<file path="config.mk">
export PLATFORM = sky130hd
export DESIGN_NAME = memory_temp_fault_status
export DESIGN_NICKNAME = d
export VERILOG_FILES = /design/src/mtf_pkg.sv /design/src/integrity_if.sv /design/src/integrity_check.sv /design/src/memory_temp_fault_status.sv
export SDC_FILE = /design/constraint.sdc
export NUM_CORES = 1
export LEC_CHECK = 0
export ABC_AREA = 0
export ABC_CLOCK_PERIOD_IN_PS = 4500
export BUFFER_PORTS_ARGS = -buffer_cell sky130_fd_sc_hd__buf_2
export CORE_MARGIN = 4
export CORE_UTILIZATION = 45
export CTS_CLUSTER_DIAMETER = 150
export DETAILED_ROUTE_END_ITERATION = 10
export GPL_ROUTABILITY_DRIVEN = 0
export PLACE_DENSITY = 0.66
export SYNTH_ARGS = -nofsm -noshare
export SYNTH_HDL_FRONTEND = slang
export SYNTH_SLANG_ARGS = --single-unit
</file>
<file path="constraint.sdc">
create_clock -name pclk -period 4.5 [get_ports pclk]
set_input_delay 0.45 -clock pclk [delete_from_list [all_inputs] [get_ports pclk]]
set_output_delay 0.45 -clock pclk [all_outputs]
set_load 0.02 [all_outputs]
</file>
<file path="src/mtf_pkg.sv">
// constants for the memory and temperature fault status block
// assumes a 32-bit APB slave with word-aligned registers
package mtf_pkg;

  // ==========================================================
  // register indices (byte address is four times the index)
  localparam logic [7:0] IDX_MAIN_STATUS   = 8'h01;
  localparam logic [7:0] IDX_SUPPLY_STATUS = 8'h02;
  localparam logic [7:0] IDX_MEMTEMP       = 8'h03;
  localparam logic [7:0] IDX_CONTROL       = 8'h10;
  localparam logic [7:0] IDX_INT_STATUS    = 8'h11;
  localparam logic [7:0] IDX_INT_MASK      = 8'h12;
  localparam logic [7:0] IDX_USER_BASE     = 8'h14;
  localparam int         USER_REG_COUNT    = 4;

  // ==========================================================
  // memory_temp_fault_status fields
  localparam int BIT_FACTORY_FAULT = 7;
  localparam int BIT_USER_FAULT    = 6;
  localparam int BIT_INTEGRITY     = 5;
  localparam int BIT_NV_BUSY       = 4;
  localparam int BIT_TEMP_FAULT    = 2;
  localparam logic [7:0] MEMTEMP_STICKY = 8'hE4;
  localparam logic [7:0] MEMTEMP_RESET  = 8'h00;

  // main status summary position
  localparam int BIT_MAIN_SUMMARY = 4;

  // supply_fault_status fields
  localparam int            SUPPLY_W         = 5;
  localparam logic [7:0]    SUPPLY_BIT_MAP_0 = 8'h00;
  localparam int            SUPPLY_POS_VCC   = 7;

  // control register fields
  localparam int BIT_CTRL_LOCK     = 0;
  localparam int BIT_CTRL_REPORT   = 1;
  localparam int BIT_CTRL_NV_START = 2;

  // interrupt status / mask fields
  localparam int INT_W            = 6;
  localparam int INT_FACTORY      = 0;
  localparam int INT_USER         = 1;
  localparam int INT_INTEGRITY    = 2;
  localparam int INT_TEMP         = 3;
  localparam int INT_NV_DONE      = 4;
  localparam int INT_SUPPLY       = 5;

  // ==========================================================
  // timing
  localparam int CLK_MHZ                  = 25;
  localparam int NV_WRITE_TIME_US         = 100;
  localparam int NV_WRITE_CYCLES          = NV_WRITE_TIME_US * CLK_MHZ;
  localparam int SUPPLY_RECOVERY_TIME_US  = 1000;
  localparam int SUPPLY_RECOVERY_CYCLES   = SUPPLY_RECOVERY_TIME_US * CLK_MHZ;

  typedef enum logic [0:0] {NV_IDLE, NV_WRITING} nv_state_t;

endpackage : mtf_pkg

</file>
<file path="src/integrity_if.sv">
// carries the user-writable registers to the integrity checker
// assumes one clock shared by both ends
`timescale 1ns/10ps
interface integrity_if #(
  parameter int N = 4,
  parameter int W = 8
);
  logic [W-1:0] regs [N];
  logic         enable;
  logic         mismatch;

  modport owner   (output regs, output enable, input mismatch);
  modport audit   (input regs, input enable, output mismatch);
endinterface : integrity_if

</file>
<file path="src/integrity_check.sv">
// detection code over user-writable registers, compared to the stored one
// assumes enable stays high once set until reset
`timescale 1ns/10ps
module integrity_check
  import mtf_pkg::*;
#(
  parameter int N = 4,
  parameter int W = 8
) (
  input  wire logic   pclk,
  input  wire logic   presetn,
  integrity_if.audit   bus
);

  // ==========================================================
  // detection code
  function automatic logic [7:0] crc8_step(input logic [7:0] crc, input logic [W-1:0] data);
    logic [7:0] c;
    c = crc;
    for (int i = W - 1; i >= 0; i--) begin
      c = (c[7] ^ data[i]) ? {c[6:0], 1'b0} ^ 8'h07 : {c[6:0], 1'b0};
    end
    return c;
  endfunction : crc8_step

  logic [7:0] code_now;
  always_comb begin
    code_now = 8'hFF;
    for (int k = 0; k < N; k++) begin
      code_now = crc8_step(code_now, bus.regs[k]);
    end
  end

  // ==========================================================
  // capture at enable, compare afterwards
  logic       enable_q;
  logic       armed_q;
  logic [7:0] stored_q;
  logic       mismatch_q;

  always_ff @(posedge pclk or negedge presetn) begin
    if (!presetn) begin
      enable_q <= 1'b0;
      armed_q  <= 1'b0;
      stored_q <= 8'h00;
    end else begin
      enable_q <= bus.enable;
      if (bus.enable && !enable_q) begin
        stored_q <= code_now;
        armed_q  <= 1'b1;
      end
    end
  end

  always_ff @(posedge pclk or negedge presetn) begin
    if (!presetn) begin
      mismatch_q <= 1'b0;
    end else begin
      mismatch_q <= armed_q && (code_now != stored_q);
    end
  end

  assign bus.mismatch = mismatch_q;

endmodule : integrity_check

</file>
<file path="src/memory_temp_fault_status.sv">
// memory and temperature fault status bank with APB register access
// assumes fault inputs synchronous to pclk; frame_sent is a one-cycle pulse
`timescale 1ns/10ps
module memory_temp_fault_status
  import mtf_pkg::*;
#(
  parameter int ADDR_W          = 10,
  parameter int USER_N          = USER_REG_COUNT,
  parameter int NV_CYCLES       = NV_WRITE_CYCLES,
  parameter int RECOVERY_CYCLES = SUPPLY_RECOVERY_CYCLES
) (
  input  wire logic                pclk,
  input  wire logic                presetn,
  input  wire logic                psel,
  input  wire logic                penable,
  input  wire logic                pwrite,
  input  wire logic [ADDR_W-1:0]   paddr,
  input  wire logic [31:0]         pwdata,
  input  wire logic [3:0]          pstrb,
  output logic                     pready,
  output logic [31:0]              prdata,
  output logic                     pslverr,
  input  wire logic                factory_array_fault,
  input  wire logic                user_array_fault,
  input  wire logic                over_temp,
  input  wire logic                under_temp,
  input  wire logic [SUPPLY_W-1:0] supply_fault_in,
  input  wire logic                frame_sent,
  input  wire logic [7:0]          frame_fault_field,
  output logic                     mem_temp_summary_flag,
  output logic                     irq
);

  // ==========================================================
  // address decode helpers
  function automatic logic hit(input logic [ADDR_W-1:0] a, input logic [7:0] idx);
    return a[ADDR_W-1:2] == (ADDR_W-2)'(idx);
  endfunction : hit

  function automatic logic user_hit(input logic [ADDR_W-1:0] a);
    return (a[ADDR_W-1:2] >= (ADDR_W-2)'(IDX_USER_BASE)) &&
           (a[ADDR_W-1:2] <  (ADDR_W-2)'(IDX_USER_BASE) + (ADDR_W-2)'(USER_N));
  endfunction : user_hit

  // ==========================================================
  // state
  logic [7:0]          memtemp_q;
  logic [7:0]          supply_q;
  logic                lock_q;
  logic                report_off_q;
  logic [INT_W-1:0]    int_status_q;
  logic [INT_W-1:0]    int_mask_q;
  logic [7:0]          user_q [USER_N];
  nv_state_t           nv_state_q;
  logic [$clog2(NV_CYCLES+1)-1:0]       nv_cnt_q;
  logic [$clog2(RECOVERY_CYCLES+1)-1:0] rcv_cnt_q;
  logic                nv_done;
  logic                supply_pending_clr_q;

  integrity_if #(.N(USER_N), .W(8)) integ ();

  integrity_check #(.N(USER_N), .W(8)) u_integrity (
    .pclk    (pclk),
    .presetn (presetn),
    .bus     (integ.audit)
  );

  // ==========================================================
  // APB handshake: setup cycle prepares answer, access completes
  logic setup_ph;
  logic access_done;
  logic wr_en;
  logic rd_en;
  assign setup_ph    = psel && !penable;
  assign access_done = psel && penable && pready;
  assign wr_en       = access_done && pwrite && !pslverr;
  assign rd_en       = access_done && !pwrite && !pslverr;

  logic        mapped;
  logic [31:0] rd_mux;
  always_comb begin
    mapped = 1'b1;
    rd_mux = 32'h0000_0000;
    if (hit(paddr, IDX_MAIN_STATUS)) begin
      rd_mux[BIT_MAIN_SUMMARY] = mem_temp_summary_flag;
    end else if (hit(paddr, IDX_SUPPLY_STATUS)) begin
      rd_mux[7:0] = supply_q;
    end else if (hit(paddr, IDX_MEMTEMP)) begin
      rd_mux[7:0] = memtemp_q;
    end else if (hit(paddr, IDX_CONTROL)) begin
      rd_mux[BIT_CTRL_LOCK]   = lock_q;
      rd_mux[BIT_CTRL_REPORT] = report_off_q;
    end else if (hit(paddr, IDX_INT_STATUS)) begin
      rd_mux[INT_W-1:0] = int_status_q;
    end else if (hit(paddr, IDX_INT_MASK)) begin
      rd_mux[INT_W-1:0] = int_mask_q;
    end else if (user_hit(paddr)) begin
      rd_mux[7:0] = user_q[paddr[$clog2(USER_N)+1:2]];
    end else begin
      mapped = 1'b0;
    end
  end

  always_ff @(posedge pclk or negedge presetn) begin
    if (!presetn) begin
      pready  <= 1'b0;
      pslverr <= 1'b0;
      prdata  <= 32'h0000_0000;
    end else begin
      pready  <= setup_ph;
      pslverr <= setup_ph && !mapped;
      if (setup_ph && !pwrite) begin
        prdata <= mapped ? rd_mux : 32'h0000_0000;
      end
    end
  end

  // ==========================================================
  // control register: lock is set-only until reset
  logic ctrl_wr;
  logic nv_start;
  assign ctrl_wr  = wr_en && hit(paddr, IDX_CONTROL) && pstrb[0];
  assign nv_start = ctrl_wr && pwdata[BIT_CTRL_NV_START];

  always_ff @(posedge pclk or negedge presetn) begin
    if (!presetn) begin
      lock_q       <= 1'b0;
      report_off_q <= 1'b0;
    end else if (ctrl_wr) begin
      lock_q       <= lock_q | pwdata[BIT_CTRL_LOCK];
      report_off_q <= pwdata[BIT_CTRL_REPORT];
    end
  end

  // ==========================================================
  // user-writable registers
  genvar g;
  generate
    for (g = 0; g < USER_N; g++) begin : g_user
      always_ff @(posedge pclk or negedge presetn) begin
        if (!presetn) begin
          user_q[g] <= 8'h00;
        end else if (wr_en && pstrb[0] && hit(paddr, IDX_USER_BASE + 8'(g))) begin
          user_q[g] <= pwdata[7:0];
        end
      end
      assign integ.regs[g] = user_q[g];
    end
  endgenerate

  assign integ.enable = lock_q;

  // ==========================================================
  // user nonvolatile write sequencer
  always_ff @(posedge pclk or negedge presetn) begin
    if (!presetn) begin
      nv_state_q <= NV_IDLE;
      nv_cnt_q   <= '0;
    end else begin
      case (nv_state_q)
        NV_IDLE: begin
          if (nv_start) begin
            nv_state_q <= NV_WRITING;
            nv_cnt_q   <= ($bits(nv_cnt_q))'(NV_CYCLES - 1);
          end
        end
        NV_WRITING: begin
          if (nv_cnt_q == '0) begin
            nv_state_q <= NV_IDLE;
          end else begin
            nv_cnt_q <= nv_cnt_q - 1'b1;
          end
        end
        default: nv_state_q <= NV_IDLE;
      endcase
    end
  end
  assign nv_done = (nv_state_q == NV_WRITING) && (nv_cnt_q == '0);

  // ==========================================================
  // memory / temperature fault register
  logic       memtemp_rd;
  logic [7:0] mt_set;
  logic [7:0] mt_clr;
  assign memtemp_rd = rd_en && hit(paddr, IDX_MEMTEMP);

  always_comb begin
    mt_set = 8'h00;
    mt_set[BIT_FACTORY_FAULT] = factory_array_fault;
    mt_set[BIT_USER_FAULT]    = user_array_fault;
    mt_set[BIT_INTEGRITY]     = integ.mismatch;
    mt_set[BIT_TEMP_FAULT]    = over_temp || under_temp;
    mt_clr = 8'h00;
    if (memtemp_rd) begin
      mt_clr = MEMTEMP_STICKY;
    end
    if (frame_sent) begin
      mt_clr = mt_clr | (frame_fault_field & MEMTEMP_STICKY);
    end
  end

  always_ff @(posedge pclk or negedge presetn) begin
    if (!presetn) begin
      memtemp_q <= MEMTEMP_RESET;
    end else begin
      // set wins over clear; busy is a live level
      memtemp_q <= ((memtemp_q & ~mt_clr) | mt_set) & MEMTEMP_STICKY;
      memtemp_q[BIT_NV_BUSY] <= (nv_state_q == NV_IDLE) ? nv_start : !nv_done;
    end
  end

  // ==========================================================
  // supply faults with shared recovery timer
  logic supply_rd;
  logic supply_any;
  assign supply_rd  = rd_en && hit(paddr, IDX_SUPPLY_STATUS);
  assign supply_any = |supply_fault_in;

  always_ff @(posedge pclk or negedge presetn) begin
    if (!presetn) begin
      rcv_cnt_q <= '0;
    end else if (supply_any) begin
      rcv_cnt_q <= ($bits(rcv_cnt_q))'(RECOVERY_CYCLES);
    end else if (rcv_cnt_q != '0) begin
      rcv_cnt_q <= rcv_cnt_q - 1'b1;
    end
  end

  logic [7:0] sup_set;
  assign sup_set = {supply_fault_in[SUPPLY_W-1], 3'b000, supply_fault_in[SUPPLY_W-2:0]};

  always_ff @(posedge pclk or negedge presetn) begin
    if (!presetn) begin
      supply_q             <= SUPPLY_BIT_MAP_0;
      supply_pending_clr_q <= 1'b0;
    end else begin
      if (supply_any) begin
        supply_q             <= supply_q | sup_set;
        supply_pending_clr_q <= 1'b0;
      end else if (rcv_cnt_q == '0) begin
        // report-off: clear on expiry; otherwise also wait for a read
        if (report_off_q || supply_pending_clr_q || supply_rd) begin
          supply_q             <= SUPPLY_BIT_MAP_0;
          supply_pending_clr_q <= 1'b0;
        end
      end else if (supply_rd) begin
        supply_pending_clr_q <= 1'b1;
      end
    end
  end

  // ==========================================================
  // interrupt status (write one to clear) and mask
  logic [INT_W-1:0] int_ev;
  logic [INT_W-1:0] int_clr;
  always_comb begin
    int_ev = '0;
    int_ev[INT_FACTORY]   = factory_array_fault;
    int_ev[INT_USER]      = user_array_fault;
    int_ev[INT_INTEGRITY] = integ.mismatch;
    int_ev[INT_TEMP]      = over_temp || under_temp;
    int_ev[INT_NV_DONE]   = nv_done;
    int_ev[INT_SUPPLY]    = supply_any;
    int_clr = '0;
    if (wr_en && pstrb[0] && hit(paddr, IDX_INT_STATUS)) begin
      int_clr = pwdata[INT_W-1:0];
    end
  end

  always_ff @(posedge pclk or negedge presetn) begin
    if (!presetn) begin
      int_status_q <= '0;
    end else begin
      int_status_q <= (int_status_q & ~int_clr) | int_ev;
    end
  end

  always_ff @(posedge pclk or negedge presetn) begin
    if (!presetn) begin
      int_mask_q <= '0;
    end else if (wr_en && pstrb[0] && hit(paddr, IDX_INT_MASK)) begin
      int_mask_q <= pwdata[INT_W-1:0];
    end
  end

  // ==========================================================
  // registered outputs
  always_ff @(posedge pclk or negedge presetn) begin
    if (!presetn) begin
      irq                   <= 1'b0;
      mem_temp_summary_flag <= 1'b0;
    end else begin
      irq                   <= |(int_status_q & int_mask_q);
      mem_temp_summary_flag <= |memtemp_q;
    end
  end

endmodule : memory_temp_fault_status

</file>
==> run summary <==
- complete, no violations — run status
- 0 — number of hold violations in the final report
- 124.6 um — die outline height
- 9 — Pre-antenna DRT Iters
- flop — Startpoint Class
- 0 — number of flops mapped to enable cells by yosys
- 0 — # Max-Cap Violations
- 6121 um^2 — Synth Cell Area
- 0.08 ns — clock slew seen by the registers of the worst setup and hold paths
- 768 — non-filler instance count after layout
- 179.0 uV — Peak VDD IR
- 9 — clock buffers created by TritonCTS
- flop — crit end category
- met4 — top layer reached by signal wires
- primary input to asynchronous set/reset pin — Hold Path Class
- 105 — count of pins on the block boundary
- 0 — number of antenna violations at the first check in global routing
- 0.36 ns — clock latency on the worst-skew pair
- 0 — max-slew violation total from the final report
- 5.499 — via count normalized by instance count
- 5 — maximum fanout along the worst path
- false — unrepaired setup endpoints after global routing
- 0.009783 ns — clock tree skew after final layout
- 0.4604 — initial cell density of the core
- 107 — CTS Sinks
- 21,870 um — wire length of the first global-routing pass
- 3.113 nW — Pleak
- 0 — number of remaining DRC errors
- 1.036 ns — Worst Tran Pin Value
- 4,183 — vias in the first global route
- 107 x dfrtp_1, 54 x nand2_1, 46 x buf_2 — commonest cells after routing, fill and taps aside
- 1.000 — share of async-settable or async-resettable flops after synthesis
- 339 — DRT iter0 DRCs
- 0 — Resized Gates After CTS
- 2 — largest buffer count on any clock path
- 0.4374 — sequential fraction of the synthesis area
- 13,300 um^2 — area inside the core boundary
- built — TritonCTS clock tree
- 883 um — met3 routed WL
- dfrtp_1 — top_reg_cell synth
- 42 — row count
- 0 ns — final setup TNS
- 11.19 um^2 — average cell area after synthesis
- flop to flop — kind of critical path
- 0.6423 — ratio of final minimum period to clock period
- 124.6 um — Chip Width
- 47 — count of buffers inserted at the top-level ports
- 9.730% — area added between synthesis and finish
- 4.73 ns — Critical Path RT
- 4,223 — routed via count
- 3 — H-Tree Depth
- 3236 um^2 — area used by multi-input combinational logic
- 6471 um — met2 routed wirelength
- 752 — total instance count after detailed placement
- 0 — Remaining Overflow, GRT
- 62 — Netlist cell types
- 547 — post-synthesis cell count
- 0 — final antenna-violating net count
- 2678 um^2 — FF/Latch Area
- 0 — Yosys warning count
- 3.12 ns — critical path data arrival time
- 107 — Synth Register Bits
- 83 — maximum number of pins on one net before global-route repair
- 15,530 um^2 — overall die area
- 0 — diodes inserted
- dfrtp_1 — most common library cell in the layout ignoring fill and taps
- 288.4 nW/um^2 — Power Density
- 1,179 — count of filler cells inserted in the layout
- 0.3093 — worst slew margin relative to its limit
- clkbuf_16 — clock root cell
- 0.001937 W — sum of internal, switching and leakage power
- 658 — final net count
- 0.2230 — share of cells above drive strength 1
- 5914 um — sum of routed wire segments on met1
- 0.5052 — final standard cell utilization of the core
- 346.0 MHz — FMAX
- 2.891 ns — time the worst path needs with I/O delays and setup
- 13,550 um — sum of routed wire length over all layers
- 0 — Post-CTS Hold Fix Bufs
- 0 — Post-CTS Repair Setup Buffers
- 9942 um — hpwl dp
- 0.1778 — total track usage
- 17.64 um — routed len/inst
- 0 — Finish-stage setup viols
[layer usage]
metal  global-route usage  up-vias
met2               0.2891      152
li1                     -     1947
met1               0.2304     2106
met5                    0        -
met4              0.06705        0
met3              0.04417       18
[cells in the mapped netlist (all sizes together) (5+ instances only)]
cell / number / area, um^2
dfrtp: 107 / 2678
nand2: 54 / 202.7
nor2: 42 / 157.7
xnor2: 41 / 422.9
mux2: 40 / 450.4
buf: 28 / 203.9
xor2: 24 / 210.2
o21ai: 20 / 100.1
xnor3: 20 / 454.2
clkbuf: 16 / 60.06
nand3: 15 / 75.07
a21oi: 13 / 65.06
nor3: 11 / 55.05
or3: 10 / 62.56
a31oi: 8 / 50.05
inv: 8 / 30.03
mux4: 8 / 183.9
a21o: 7 / 52.55
nor4: 7 / 50.05
a22oi: 6 / 45.04
nor2b: 6 / 40.04
and2: 5 / 31.28
[where the power goes]
group | switching, W | internal (W) | total, W
logic | 0.000103 | 0.0000556 | 0.000159
clock network | 0.000383 | 0.000402 | 0.000785
registers | 0.0000163 | 0.000977 | 0.000994
total | 0.000502 | 0.00144 | 0.00194
[final cells by class]
class | instances | share of cell area
timing repair buffer | 50 | 0.03875
multi-input combinational | 411 | 0.4817
inverter | 8 | 0.004471
clock buffer | 10 | 0.03558
clock inverter | 6 | 0.008010
tap | 176 | 0.03279
sequential | 107 | 0.3987
[registers in the layout (all words and copies together) (netlist names), 5 cells and up]
name                  flops
supply_q                  5
rcv_cnt_q                15
memtemp_q                 5
prdata                    8
int_mask_q                6
nv_cnt_q                 12
u_integrity.stored_q      8
integ.regs               32
int_status_q              6
[critical path, cell delays in order (launching register included)]
cell and delay, ns:
dfrtp_1 0.46, xnor3_1 0.48, xnor2_2 0.27, xnor3_2 0.58, xnor2_4 0.25, xnor3_1 0.34, nor3_1 0.24, a41oi_1 0.15
[metrics by stage]
step | hold WS (ns) | worst slack [ns] | instance area (um^2)
2_1_floorplan | 0.1544 | 1.881 | 6207
3_3_place_gp | 0.4308 | 1.398 | 6424
3_5_place_dp | 0.4392 | 1.341 | 6424
4_1_cts | 0.2780 | 1.592 | 6716
5_1_grt | 0.2871 | 1.417 | 6716
6_report | 0.2680 | 1.609 | 6716
[worst paths after layout]
kind                                startpoint  cells after the start                        to  slack [ns]
setup / recovery                integ.regs[31]                      7  u_integrity.bus.mismatch        1.61
hold / removal                         presetn                      1             integ.regs[4]        0.27
setup reg to reg                integ.regs[31]                      7  u_integrity.bus.mismatch        1.61
hold reg to reg            u_integrity.armed_q                      2       u_integrity.armed_q        0.45
max in group asynchronous              presetn                      2             integ.regs[0]        3.33
min in group pclk                      penable                      2                    pready        0.29
[cell families after synthesis]
group                      synth area share
adders and majority gates          0.004088
and+or+nand+nor                      0.1359
AOI/OAI and AO/OA                   0.08136
other                             0.0006127
muxes                                0.1069
DFF                                  0.4374
buffers and inverters               0.04804
xor gates and xnor gates             0.1856
Power figures use the tool's default switching activity.
